[config.mk]
export PLATFORM = sky130hd
export DESIGN_NAME = tksc_top
export DESIGN_NICKNAME = d
export VERILOG_FILES = /design/src/verilog/tksc_pkg.sv /design/src/verilog/tksc_top.sv
export VERILOG_INCLUDE_DIRS = /design/src /design/src/verilog
export SDC_FILE = /design/constraint.sdc
export NUM_CORES = 1
export LEC_CHECK = 0
export BUFFER_PORTS_ARGS = -buffer_cell sky130_fd_sc_hd__buf_2
export CORE_UTILIZATION = 36
export DETAILED_ROUTE_END_ITERATION = 16
export PLACE_DENSITY_LB_ADDON = 0.3
export RECOVER_POWER = 100
export REMOVE_ABC_BUFFERS = 1
export SLEW_MARGIN = 20
export SYNTH_ARGS = -nofsm -noshare
export SYNTH_HDL_FRONTEND = slang
export SYNTH_SLANG_ARGS = --single-unit
[constraint.sdc]
create_clock -name mclk -period 3.6 [get_ports mclk]
set_input_delay 0.36 -clock mclk [delete_from_list [all_inputs] [get_ports mclk]]
set_output_delay 0.36 -clock mclk [all_outputs]
set_load 0.02 [all_outputs]
[src/verilog/tksc_cfg.svh]
`ifndef TKSC_CFG_SVH
`define TKSC_CFG_SVH
// ****************************************
// global register offsets
// ****************************************
`define TKSC_OFF_PRELOAD 8'h00
`define TKSC_OFF_SCAN 8'h01
`define TKSC_OFF_FREQ 8'h02
`define TKSC_OFF_SHR_LO 8'h03
`define TKSC_OFF_SHR_HI 8'h04
`define TKSC_OFF_IRQ 8'h05
// ****************************************
// per-module register block
// ****************************************
`define TKSC_MOD_BASE 8'h10
`define TKSC_MOD_STRIDE 8'h08
`define TKSC_MOFF_CNT_LO 8'h00
`define TKSC_MOFF_CNT_HI 8'h01
`define TKSC_MOFF_TRIM_LO 8'h02
`define TKSC_MOFF_TRIM_HI 8'h03
`define TKSC_MOFF_CTRL0 8'h04
`define TKSC_MOFF_CTRL1 8'h05
`define TKSC_MOFF_CF_LO 8'h06
`define TKSC_MOFF_CF_HI 8'h07
// ****************************************
// field positions
// ****************************************
`define TKSC_B_OVF 6
`define TKSC_B_START 5
`define TKSC_B_CFOV 4
`define TKSC_B_REFOV 3
`define TKSC_B_SHARE 2
`define TKSC_B_IRQ 0
`define TKSC_C0_SOFC 3
`define TKSC_C1_SLOTCLK 7
`define TKSC_C1_ROEN 5
`define TKSC_C1_KOEN 4
`define TKSC_C1_MASK 8'hbf
// ****************************************
// reset values and counts
// ****************************************
`define TKSC_RST_BYTE 8'h00
`define TKSC_RST_FREQ 2'h3
`define TKSC_SLOT_PRE_MAX 5'h1f
`define TKSC_SLOT_TMR_MAX 8'hff
`endif

[src/verilog/tksc_pkg.sv]
package tksc_pkg;
  typedef struct packed {
    logic [4:0] pre;
    logic [7:0] tmr;
    logic slot_run;
    logic done;
    logic [15:0] cnt;
    logic [15:0] cf;
    logic [9:0] trim;
    logic [7:0] c0;
    logic [7:0] c1;
    logic [3:0] key_prev;
    logic ref_prev;
    logic [2:0] hop;
    logic [3:0] key_en;
    logic ref_en;
  } tksc_mod_t;

  typedef struct packed {
    logic [7:0] preload;
    logic start;
    logic running;
    logic ovf;
    logic cf_ovf;
    logic ref_ovf;
    logic share;
    logic [1:0] div_sel;
    logic [1:0] freq;
    logic [15:0] shr;
    logic irq;
    logic [2:0] div;
    logic [7:0] rdata;
  } tksc_glb_t;
endpackage

[src/verilog/tksc_top.sv]
`timescale 1ns/1ns
`include "tksc_cfg.svh"
// Function
// - independent modules, four keys each, own oscillators, control and registers.
// - per-key register bit picks touch or plain I/O use of the pad.
// - 8-bit preload; overflow after (256 - preload) * 32 slot clock ticks.
// - selected slot overflow sets slot overflow flag and interrupt request flag.
// - slot overflow stops all key and reference oscillators automatically.
// - slot overflow switches off all module counters and slot timers.
// - start bit zero clears C/F, 16-bit and 5-bit counters, not 8-bit timer.
// - start bit rising switches on counters and gates oscillator clocks in.
// - C/F counter overflow sets sticky flag, cleared only by writing zero.
// - 16-bit counter overflow sets sticky flag, cleared only by writing zero.
// - sharing bit 0 uses own slot counters, 1 uses module 0 counter.
// - 2-bit field picks 16-bit counter clock: sys, /2, /4, /8.
// - 2-bit oscillator frequency field, reset 11, selects 500 to 2000 kHz.
// - shared 16-bit counter read as low and high bytes, reset zero.
// - each module exposes own 16-bit counter as low and high bytes.
// - each module holds 10-bit reference trim over low byte and 2-bit high.
// - per-module key and reference oscillator enables plus per-key pin select.
// - first control register holds 2-bit key selector for measurement counter.
// - unimplemented bit 6 of the second control register reads as zero; the first control register reads back all 8 bits.
// - key selector 00..11 selects first to fourth key of the module.
// - slot clock select: 0 reference oscillator, 1 system clock divided by four.
// - hopping bit 1 means hardware hopping, 0 means 3-bit software field.
module tksc_top
  import tksc_pkg::*;
#(
  parameter int NUM_MOD = 5
)(
  input wire logic mclk,
  input wire logic reset,
  input wire logic [7:0] reg_addr,
  input wire logic [7:0] reg_wdata,
  input wire logic reg_wr,
  input wire logic reg_rd,
  output logic [7:0] reg_rdata,
  input wire logic [4*NUM_MOD-1:0] key_osc_in,
  input wire logic [NUM_MOD-1:0] ref_osc_in,
  output logic [4*NUM_MOD-1:0] key_osc_en,
  output logic [NUM_MOD-1:0] ref_osc_en,
  output logic [4*NUM_MOD-1:0] key_pin_touch,
  output logic [2*NUM_MOD-1:0] key_mux_sel,
  output logic [10*NUM_MOD-1:0] ref_trim,
  output logic [3*NUM_MOD-1:0] hop_code,
  output logic [1:0] osc_freq_sel,
  output logic touch_interrupt_request
);

  typedef struct packed {
    tksc_glb_t g;
    tksc_mod_t [NUM_MOD-1:0] m;
  } tksc_state_t;

  tksc_state_t st_r;
  tksc_state_t st_nxt;

  logic cnt_en;
  logic div4_en;
  logic scan_wr;
  logic start_rise;
  logic slot_evt;
  logic all_done;
  logic tick;
  logic key_rise;
  logic [16:0] sum;
  logic [7:0] rd;
  logic [7:0] base;

  // ****************************************
  // next state
  // ****************************************
  always_comb
  begin
    st_nxt = st_r;
    rd = 8'h00;
    tick = 1'b0;
    key_rise = 1'b0;
    sum = 17'h0;
    base = 8'h00;
    st_nxt.g.div = st_r.g.div + 3'h1;
    unique case (st_r.g.div_sel)
      2'h0: cnt_en = 1'b1;
      2'h1: cnt_en = st_r.g.div[0];
      2'h2: cnt_en = &st_r.g.div[1:0];
      2'h3: cnt_en = &st_r.g.div;
    endcase
    div4_en = &st_r.g.div[1:0];
    scan_wr = reg_wr && (reg_addr == `TKSC_OFF_SCAN);
    start_rise = scan_wr && reg_wdata[`TKSC_B_START] && !st_r.g.start;

    // software writes; flag clears come first so that a hardware set wins
    if (reg_wr)
    begin
      if (reg_addr == `TKSC_OFF_PRELOAD)
        st_nxt.g.preload = reg_wdata;
      if (scan_wr)
      begin
        st_nxt.g.start = reg_wdata[`TKSC_B_START];
        st_nxt.g.ovf = st_r.g.ovf & reg_wdata[`TKSC_B_OVF];
        st_nxt.g.cf_ovf = st_r.g.cf_ovf & reg_wdata[`TKSC_B_CFOV];
        st_nxt.g.ref_ovf = st_r.g.ref_ovf & reg_wdata[`TKSC_B_REFOV];
        st_nxt.g.share = reg_wdata[`TKSC_B_SHARE];
        st_nxt.g.div_sel = reg_wdata[1:0];
      end
      if (reg_addr == `TKSC_OFF_FREQ)
        st_nxt.g.freq = reg_wdata[1:0];
      if (reg_addr == `TKSC_OFF_IRQ)
        st_nxt.g.irq = st_r.g.irq & reg_wdata[`TKSC_B_IRQ];
      for (int m = 0; m < NUM_MOD; m++)
      begin
        base = 8'(`TKSC_MOD_BASE + m * `TKSC_MOD_STRIDE);
        if (reg_addr == base + `TKSC_MOFF_TRIM_LO)
          st_nxt.m[m].trim[7:0] = reg_wdata;
        if (reg_addr == base + `TKSC_MOFF_TRIM_HI)
          st_nxt.m[m].trim[9:8] = reg_wdata[1:0];
        if (reg_addr == base + `TKSC_MOFF_CTRL0)
          st_nxt.m[m].c0 = reg_wdata;
        if (reg_addr == base + `TKSC_MOFF_CTRL1)
          st_nxt.m[m].c1 = reg_wdata & `TKSC_C1_MASK;
      end
    end

    if (!st_nxt.g.start)
    begin
      // the 8-bit timer keeps its value; only a start reloads it
      st_nxt.g.running = 1'b0;
      st_nxt.g.shr = 16'h0000;
      for (int m = 0; m < NUM_MOD; m++)
      begin
        st_nxt.m[m].cnt = 16'h0000;
        st_nxt.m[m].cf = 16'h0000;
        st_nxt.m[m].pre = 5'h00;
        st_nxt.m[m].slot_run = 1'b0;
      end
    end
    else if (start_rise)
    begin
      st_nxt.g.running = 1'b1;
      for (int m = 0; m < NUM_MOD; m++)
      begin
        st_nxt.m[m].slot_run = 1'b1;
        st_nxt.m[m].done = 1'b0;
        st_nxt.m[m].pre = 5'h00;
        st_nxt.m[m].tmr = st_r.g.preload;
        if (st_r.m[m].c0[`TKSC_C0_SOFC])
          st_nxt.m[m].hop = st_r.m[m].hop + 3'h1;
      end
    end
    else if (st_r.g.running)
    begin
      if (cnt_en)
      begin
        sum = {1'b0, st_r.g.shr} + 17'h1;
        st_nxt.g.shr = sum[15:0];
        if (sum[16])
          st_nxt.g.ref_ovf = 1'b1;
      end
      for (int m = 0; m < NUM_MOD; m++)
      begin
        // slot clock: reference oscillator edge or system clock / 4
        if (st_r.m[m].c1[`TKSC_C1_SLOTCLK])
          tick = div4_en;
        else
          tick = ref_osc_in[m] && !st_r.m[m].ref_prev;
        if (tick && st_r.m[m].slot_run)
        begin
          st_nxt.m[m].pre = st_r.m[m].pre + 5'h01;
          if (st_r.m[m].pre == `TKSC_SLOT_PRE_MAX)
          begin
            st_nxt.m[m].tmr = st_r.m[m].tmr + 8'h01;
            if (st_r.m[m].tmr == `TKSC_SLOT_TMR_MAX)
            begin
              st_nxt.m[m].done = 1'b1;
              st_nxt.m[m].slot_run = 1'b0;
            end
          end
        end
        if (cnt_en)
        begin
          sum = {1'b0, st_r.m[m].cnt} + 17'h1;
          st_nxt.m[m].cnt = sum[15:0];
          if (sum[16])
            st_nxt.g.ref_ovf = 1'b1;
        end
        key_rise = key_osc_in[4*m + int'(st_r.m[m].c0[7:6])]
          && !st_r.m[m].key_prev[st_r.m[m].c0[7:6]];
        if (key_rise && st_r.m[m].c1[`TKSC_C1_KOEN])
        begin
          sum = {1'b0, st_r.m[m].cf} + 17'h1;
          st_nxt.m[m].cf = sum[15:0];
          if (sum[16])
            st_nxt.g.cf_ovf = 1'b1;
        end
      end
    end

    all_done = 1'b1;
    for (int m = 0; m < NUM_MOD; m++)
      all_done = all_done & st_nxt.m[m].done;
    slot_evt = st_r.g.running && st_nxt.g.running
      && (st_r.g.share ? st_nxt.m[0].done : all_done);
    if (slot_evt)
    begin
      st_nxt.g.running = 1'b0;
      st_nxt.g.ovf = 1'b1;
      st_nxt.g.irq = 1'b1;
      for (int m = 0; m < NUM_MOD; m++)
        st_nxt.m[m].slot_run = 1'b0;
    end

    for (int m = 0; m < NUM_MOD; m++)
    begin
      st_nxt.m[m].key_prev = key_osc_in[4*m +: 4];
      st_nxt.m[m].ref_prev = ref_osc_in[m];
      // oscillators run only inside a scan
      st_nxt.m[m].key_en = {4{st_nxt.g.running && st_nxt.m[m].c1[`TKSC_C1_KOEN]}}
        & st_nxt.m[m].c1[3:0];
      st_nxt.m[m].ref_en = st_nxt.g.running && st_nxt.m[m].c1[`TKSC_C1_ROEN];
      // software code copied while hardware hopping is off, so the pin stays a plain flop
      // hardware hopping then starts from the last software code
      if (!st_nxt.m[m].c0[`TKSC_C0_SOFC])
        st_nxt.m[m].hop = st_nxt.m[m].c0[2:0];
    end

    // read mux, unmapped addresses answer zero
    if (reg_addr == `TKSC_OFF_PRELOAD)
      rd = st_r.g.preload;
    if (reg_addr == `TKSC_OFF_SCAN)
      rd = {1'b0, st_r.g.ovf, st_r.g.start, st_r.g.cf_ovf, st_r.g.ref_ovf,
            st_r.g.share, st_r.g.div_sel};
    if (reg_addr == `TKSC_OFF_FREQ)
      rd = {6'h00, st_r.g.freq};
    if (reg_addr == `TKSC_OFF_SHR_LO)
      rd = st_r.g.shr[7:0];
    if (reg_addr == `TKSC_OFF_SHR_HI)
      rd = st_r.g.shr[15:8];
    if (reg_addr == `TKSC_OFF_IRQ)
      rd = {7'h00, st_r.g.irq};
    for (int m = 0; m < NUM_MOD; m++)
    begin
      base = 8'(`TKSC_MOD_BASE + m * `TKSC_MOD_STRIDE);
      if (reg_addr == base + `TKSC_MOFF_CNT_LO)
        rd = st_r.m[m].cnt[7:0];
      if (reg_addr == base + `TKSC_MOFF_CNT_HI)
        rd = st_r.m[m].cnt[15:8];
      if (reg_addr == base + `TKSC_MOFF_TRIM_LO)
        rd = st_r.m[m].trim[7:0];
      if (reg_addr == base + `TKSC_MOFF_TRIM_HI)
        rd = {6'h00, st_r.m[m].trim[9:8]};
      if (reg_addr == base + `TKSC_MOFF_CTRL0)
        rd = st_r.m[m].c0;
      if (reg_addr == base + `TKSC_MOFF_CTRL1)
        rd = st_r.m[m].c1;
      if (reg_addr == base + `TKSC_MOFF_CF_LO)
        rd = st_r.m[m].cf[7:0];
      if (reg_addr == base + `TKSC_MOFF_CF_HI)
        rd = st_r.m[m].cf[15:8];
    end
    st_nxt.g.rdata = reg_rd ? rd : 8'h00;
  end

  // ****************************************
  // state register
  // ****************************************
  always_ff @(posedge mclk)
  begin
    if (reset)
    begin
      st_r <= '0;
      st_r.g.freq <= `TKSC_RST_FREQ;
    end
    else
      st_r <= st_nxt;
  end

  // ****************************************
  // outputs
  // ****************************************
  assign reg_rdata = st_r.g.rdata;
  assign osc_freq_sel = st_r.g.freq;
  assign touch_interrupt_request = st_r.g.irq;

  generate
    for (genvar m = 0; m < NUM_MOD; m++)
    begin : g_mod
      assign key_osc_en[4*m +: 4] = st_r.m[m].key_en;
      assign ref_osc_en[m] = st_r.m[m].ref_en;
      assign key_pin_touch[4*m +: 4] = st_r.m[m].c1[3:0];
      assign key_mux_sel[2*m +: 2] = st_r.m[m].c0[7:6];
      assign ref_trim[10*m +: 10] = st_r.m[m].trim;
      assign hop_code[3*m +: 3] = st_r.m[m].hop;
    end
  endgenerate
endmodule // tksc_top

Yosys cells after proc, flatten, opt, wreduce, memory -nomap -nowiden
Cells that the tools add are included.
- bits in registers: 471
- input port bits: 45
- logic and storage cells: 561
- add/subtract/negate cells: 31
- order comparisons: 10
- equality and inequality tests: 73
- mux-type cells: 209
- bitwise gates (word level): 16
- reduce and logical (&&, ||, !) cells: 124
- operator list (cell ; number):
    2-to-1 mux 8 bit ; 52
    2-to-1 mux 42 bit ; 5
    == test 8 x 6 -> 1 bit (second input constant) ; 24
    adder 16 x 1 -> 17 bit (second input constant) ; 11
    2-to-1 mux 16 bit ; 10
    2-to-1 mux 10 bit ; 15
    == test 8 x 5 -> 1 bit (second input constant) ; 16
    2-to-1 mux 1 bit ; 75
    AND reduction 2 bit ; 31
    2-to-1 mux 12 bit ; 5
    2-to-1 mux 3 bit ; 20
    adder 8 x 1 -> 8 bit (second input constant) ; 5
    == test 8 bit (second input constant) ; 5
    AND reduction 4 bit ; 10
    nonzero test 2 bit ; 19
    AND reduction 3 bit ; 12
    logical AND 1 bit ; 35
    adder 5 x 1 -> 5 bit (second input constant) ; 5
    == test 5 bit (second input constant) ; 5
    bitwise AND 4 bit ; 5
    binary-select mux 1 bit (select 5 bit) ; 4
    2-to-1 mux 2 bit ; 10
    2-to-1 mux 4 bit ; 5
    != test 2 x 1 -> 1 bit (second input constant) ; 10
    25 further kinds ; 69

Logic depth before layout (Yosys ltp)
- depth in word-level cells: 47
- mapped depth: 11
- depth with buffers taken out: 9

Least setup slack after synthesis
No wires, ideal clock.
- path kind: input to register
- from: input reg_addr[1]
- to: register st_r (netlist bit hop_code[1])
- library setup time: 128 ps
- arrival: 2257 ps
- data required time: 3472 ps
- path slack: 1216 ps
- stages on the path: 8
- path buffers: 2
- cell sequence: buf_2 buf_4 nor4b_2 nand3_2 mux2i_1 nor2_1 a221oi_1 nor2_1
- cells in the longest elaborated chain, start to end: 6
- ends and longest elaborated chain (what ; line ; source):
    from (decl) ; tksc_top.sv:33 ; input wire logic [7:0] reg_addr,
    == test 8 x 1 -> 1 bit (no source line) ; -- ;
    logical AND 1 bit ; tksc_top.sv:89 ; scan_wr = reg_wr && (reg_addr == `TKSC_OFF_SCAN);
    2-to-1 mux 1 bit / logical AND 1 bit (equally long branches) ; tksc_top.sv:97, tksc_top.sv:90 ;
    2-to-1 mux 1 bit / logical AND 1 bit (equally long branches) ; tksc_top.sv:93, tksc_top.sv:90 ;
    != test 2 x 1 -> 1 bit (no source line) ; -- ;
    AND reduction 3 bit (no source line) ; -- ;
    to (signal assigned) ; tksc_top.sv:274 ; st_r <= st_nxt;
    to (decl) ; tksc_top.sv:55 ; tksc_state_t st_r;
Several ways; a longest one is shown, not always the timed one.
A chain may end at the register's enable or synchronous reset.

Worst setup path after layout
- from: input reg_addr[1]
- to: register st_r (netlist bit reg_rdata[1])
- cells in the longest elaborated chain, start to end: 47
- ends and longest elaborated chain (what ; line ; source):
    zero test 8 bit (no source line) ; -- ;
    2-to-1 mux 8 bit ; tksc_top.sv:227 ; if (reg_addr == `TKSC_OFF_PRELOAD)
    2-to-1 mux 8 bit ; tksc_top.sv:229 ; if (reg_addr == `TKSC_OFF_SCAN)
    2-to-1 mux 8 bit ; tksc_top.sv:232 ; if (reg_addr == `TKSC_OFF_FREQ)
    2-to-1 mux 8 bit ; tksc_top.sv:234 ; if (reg_addr == `TKSC_OFF_SHR_LO)
    2-to-1 mux 8 bit ; tksc_top.sv:236 ; if (reg_addr == `TKSC_OFF_SHR_HI)
    2-to-1 mux 8 bit ; tksc_top.sv:238 ; if (reg_addr == `TKSC_OFF_IRQ)
    2-to-1 mux 8 bit ; tksc_top.sv:243 ; if (reg_addr == base + `TKSC_MOFF_CNT_LO)
    [31 not listed] ; -- ;
    2-to-1 mux 8 bit ; tksc_top.sv:243 ;
    2-to-1 mux 8 bit ; tksc_top.sv:245 ; if (reg_addr == base + `TKSC_MOFF_CNT_HI)
    2-to-1 mux 8 bit ; tksc_top.sv:247 ; if (reg_addr == base + `TKSC_MOFF_TRIM_LO)
    2-to-1 mux 8 bit ; tksc_top.sv:249 ; if (reg_addr == base + `TKSC_MOFF_TRIM_HI)
    2-to-1 mux 8 bit ; tksc_top.sv:251 ; if (reg_addr == base + `TKSC_MOFF_CTRL0)
    2-to-1 mux 8 bit ; tksc_top.sv:253 ; if (reg_addr == base + `TKSC_MOFF_CTRL1)
    2-to-1 mux 8 bit ; tksc_top.sv:255 ; if (reg_addr == base + `TKSC_MOFF_CF_LO)
    2-to-1 mux 8 bit * ; tksc_top.sv:257 ; if (reg_addr == base + `TKSC_MOFF_CF_HI)
Mark *: on every way between the ends. The rest lies on a longest branch, timed or not.

==> flow_summary.toml <==
[clock_tree]
clockRootBuffer = "clkbuf_16"
clock_sinks = 471
cts_buffers = 51
clockBufferDepth = 3
cts_tree = "yes"
h-tree-depth = 2
cts.clk_slew.worst_paths_ps = 60
clk_latency_ps = 620

[hold_path]
hold_class = "in2reg"
min_from = "ref_osc_in[2]"
holdPathEnd = "st_r[180]$_SDFF_PP0_"
whs_path_depth = 2

[global_route]
grt_use_total_pct = 25.02
grt_pass1_wl_mm = 132.6
grt_max_degree = 136
grt_overflow = 0
antenna_found_initial = 7
grt_pass1_vias = 20410

[die]
io_pins = 176
die_h_um = 262.7
die_area_mm2 = 0.06899
start_util_pct = 36.42
row_count = 95
die_x_um = 262.7
core-area_mm2 = 0.06716

[pwr]
p_clk_share_pct = 49.9
power_density_mw_per_mm2 = 426.7
p_leak_nw = 9.801
pwr-share-seq_pct = 45.0
power.share.combinational_pct = 5.1
power_w = 0.01165
peakVddDrop_mv = 0.3167
internal_power_w = 0.008918
p_sw_share_pct = 23.45
switching_power_w = 0.002732

[timing]
finalClockSkew_ps = 32.22
tightest_slew_ps = 3019
rsz0062_at_grt = "no"
setup_viol = 0
fmax_mhz = 310.4
hold_viol = 0
maxSlewHeadroom_pct = -101.2
min_period_ps = 3221
min_period_over_period_pct = 89.48
slew_violations = 209

[setup_path]
crit_fanout = 18
rr_worst_depth = 9
critPathMaxStageDelay_ps = 780
criticalPathCategory = "in2reg"
crit_required_ps = 4050
ff2ff_setup_slack_ps = 580
arrival_ps = 3670
timing.rr.start = "st_r[438]$_SDFF_PP0_"
r2r-end = "key_osc_en[8]$_SDFF_PP0_"
cp_cell_sequence = "buf_4, clkbuf_1, nor2_2, buf_4, o2111ai_1, o311ai_0, a2111oi_0, o311ai_0, buf_2, a31oi_1, o32ai_1"
cp_slowest_cell = "clkbuf_1"
crit_path_start_kind = "primary input"
cp-end-kind = "flip-flop"

[outcome]
failed_checks = "max-capacitance violations, max-slew violations"
status = "complete, but fails checks"

[drt]
drc = 0
ant_nets = 0
first_iter_violations = 2402
drt_pass1_iterations = 8
vias = 22190
drt-total-wl_mm = 89.15
avgRoutedWirePerCell_um = 22.89
viasPerCell = 5.700

[finish]
postLayoutCellArea_mm2 = 0.02730
drive_gt1_share_pct = 9.446
regArea_mm2 = 0.009429
multiInputGateArea_mm2 = 0.01311
num-fill-cells = 6873
syn_to_final_growth_pct = 11.61
layout.cells.non_filler = 3894
finalNetCount = 3053

[place]
io_buffers = 175
post-dp-hpwl_mm = 63.79
gp_congestion = 1.010
place_area_mm2 = 0.02551
placed_cells = 3770

[yosys]
synth_top_area_cell = "dfxtp_1"
async_reset_ff_share_pct = 0
synthFlopType = "dfxtp_1"
syn_area_per_cell_um2 = 8.346
synth_edf_count = 0
synthCells = 2931
synth_area_leaders = "dfxtp_1, nor2_1, mux2i_1, buf_4, xor2_1"
synth.distinct_cells = 97
yosysWarnings = 0
yosysSeqAreaShare_pct = 38.55
syn_area_mm2 = 0.02446
ys_seq_elements = 471
synth_top_area_share_pct = 38.55

[job]
maxCapViolCount = 2
-- kinds of logic (layout without fill, tap and decap cells) --
group / Yosys count / in the layout / synth area share [%]
xor gates and xnor gates: 164 / 164 / 5.872
adders and majority gates: 33 / 33 / 1.688
AOI/OAI and AO/OA: 585 / 585 / 15.79
DFF: 471 / 471 / 38.55
and+or+nand+nor: 1172 / 1172 / 23.15
buffers and inverters: 339 / 425 / 7.688
other: 0 / 4 / 0
muxes: 167 / 167 / 7.269
-- cells in the mapped netlist (17+ instances only) --
master,count
inv_1,39
nor3_1,46
nand2_1,228
o211ai_1,17
mux2_2,22
or3_1,27
ha_1,33
a21oi_1,155
mux2i_1,138
and3_1,57
o21ai_0,155
buf_4,135
o22ai_1,34
a211oi_1,21
xor2_1,107
nor2_1,456
nand2b_1,22
clkbuf_1,100
dfxtp_1,471
buf_2,45
xnor2_1,57
nor2b_1,54
a22oi_1,23
nand4_1,61
nand3_1,114
-- flip-flops by register name (all words and copies together), names as in the netlist --
| name | cells |
|---|---|
| hop_code | 15 |
| st_r | 340 |
| key_mux_sel | 10 |
| touch_interrupt_request | 1 |
| ref_trim | 50 |
| reg_rdata | 8 |
| osc_freq_sel | 2 |
| key_pin_touch | 20 |
| ref_osc_en | 5 |
| key_osc_en | 20 |
-- worst max path at each step --
stage                      startpoint                      end  slack [ps]
final                     reg_addr[1]  reg_rdata[1]$_SDFF_PP0_         380
after global routing      reg_addr[1]  reg_rdata[1]$_SDFF_PP0_         330
after CTS                 reg_addr[3]  reg_rdata[1]$_SDFF_PP0_         520
after detailed placement  reg_addr[3]  reg_rdata[1]$_SDFF_PP0_         -90
after global placement    reg_addr[7]  reg_rdata[1]$_SDFF_PP0_        -240
after floorplan           reg_addr[7]  reg_rdata[3]$_SDFF_PP0_        -500
-- cell usage in the layout, fill, tap and decap left out, drive strengths merged, types with 58 or more instances in the layout --
| cell | instances |
|---|---|
| dfxtp | 471 |
| nor2 | 466 |
| nand2 | 229 |
| clkbuf | 220 |
| a21oi | 159 |
| o21ai | 155 |
| mux2i | 139 |
| nand3 | 120 |
| buf | 115 |
| xor2 | 107 |
| nand4 | 61 |
| and3 | 58 |
-- what timing repair did --
action	4_1_cts	5_1_grt
endpoints found under the hold margin	24	0
resized for setup	0	0
hold buffers	24	0
setup buffers	0	0
-- per-stage QoR --
stage	hold slack, ps	util [%]	setup slack [ps]	TNS (ps)
floorplan	414.7	-	-495.0	-19200
global route	33.98	40.64	332.8	0
global placement	441.2	37.99	-236.6	-236.6
detailed placement	447.5	37.99	-90.94	-90.94
CTS	32.64	41.10	521.1	0
finish	56.97	40.65	378.7	0
-- power groups by stage --
| stage | Sequential, W | Clock [W] | Combinational, W |
|---|---|---|---|
| after floorplan | 0.00536 | 0 | 0.000194 |
| after global placement | 0.00536 | 0 | 0.000558 |
| after detailed placement | 0.00536 | 0 | 0.000558 |
| after CTS | 0.00524 | 0.00592 | 0.000580 |
| after global routing | 0.00524 | 0.00612 | 0.000610 |
| final | 0.00524 | 0.00582 | 0.000589 |
-- layout make-up --
| type | count | area share [%] |
|---|---|---|
| antenna | 4 | 0.03667 |
| inverter | 39 | 0.5362 |
| timing repair buffer | 291 | 6.096 |
| clock buffer | 68 | 5.358 |
| sequential | 471 | 34.54 |
| tap | 873 | 4.001 |
| clock inverter | 27 | 1.416 |
| multi-input combinational | 2121 | 48.02 |
-- critical path, delay by kind of cell --
family                 cells  cell delay [ps]
AND/OR/NAND/NOR            1               90
buffers and inverters      4             1480
AO/OA/AOI/OAI              6             1700
-- per-layer routing --
metal | vias to the layer above | routed length [um] | global-route usage [%]
met2 | 962 | 39760 | 39.13
met3 | 246 | 6539 | 4.535
met4 | 6 | 4653 | 12.61
li1 | 10350 | - | -
met5 | - | 40 | 0
met1 | 10630 | 38150 | 32.99
Power figures use the tool's default switching activity.
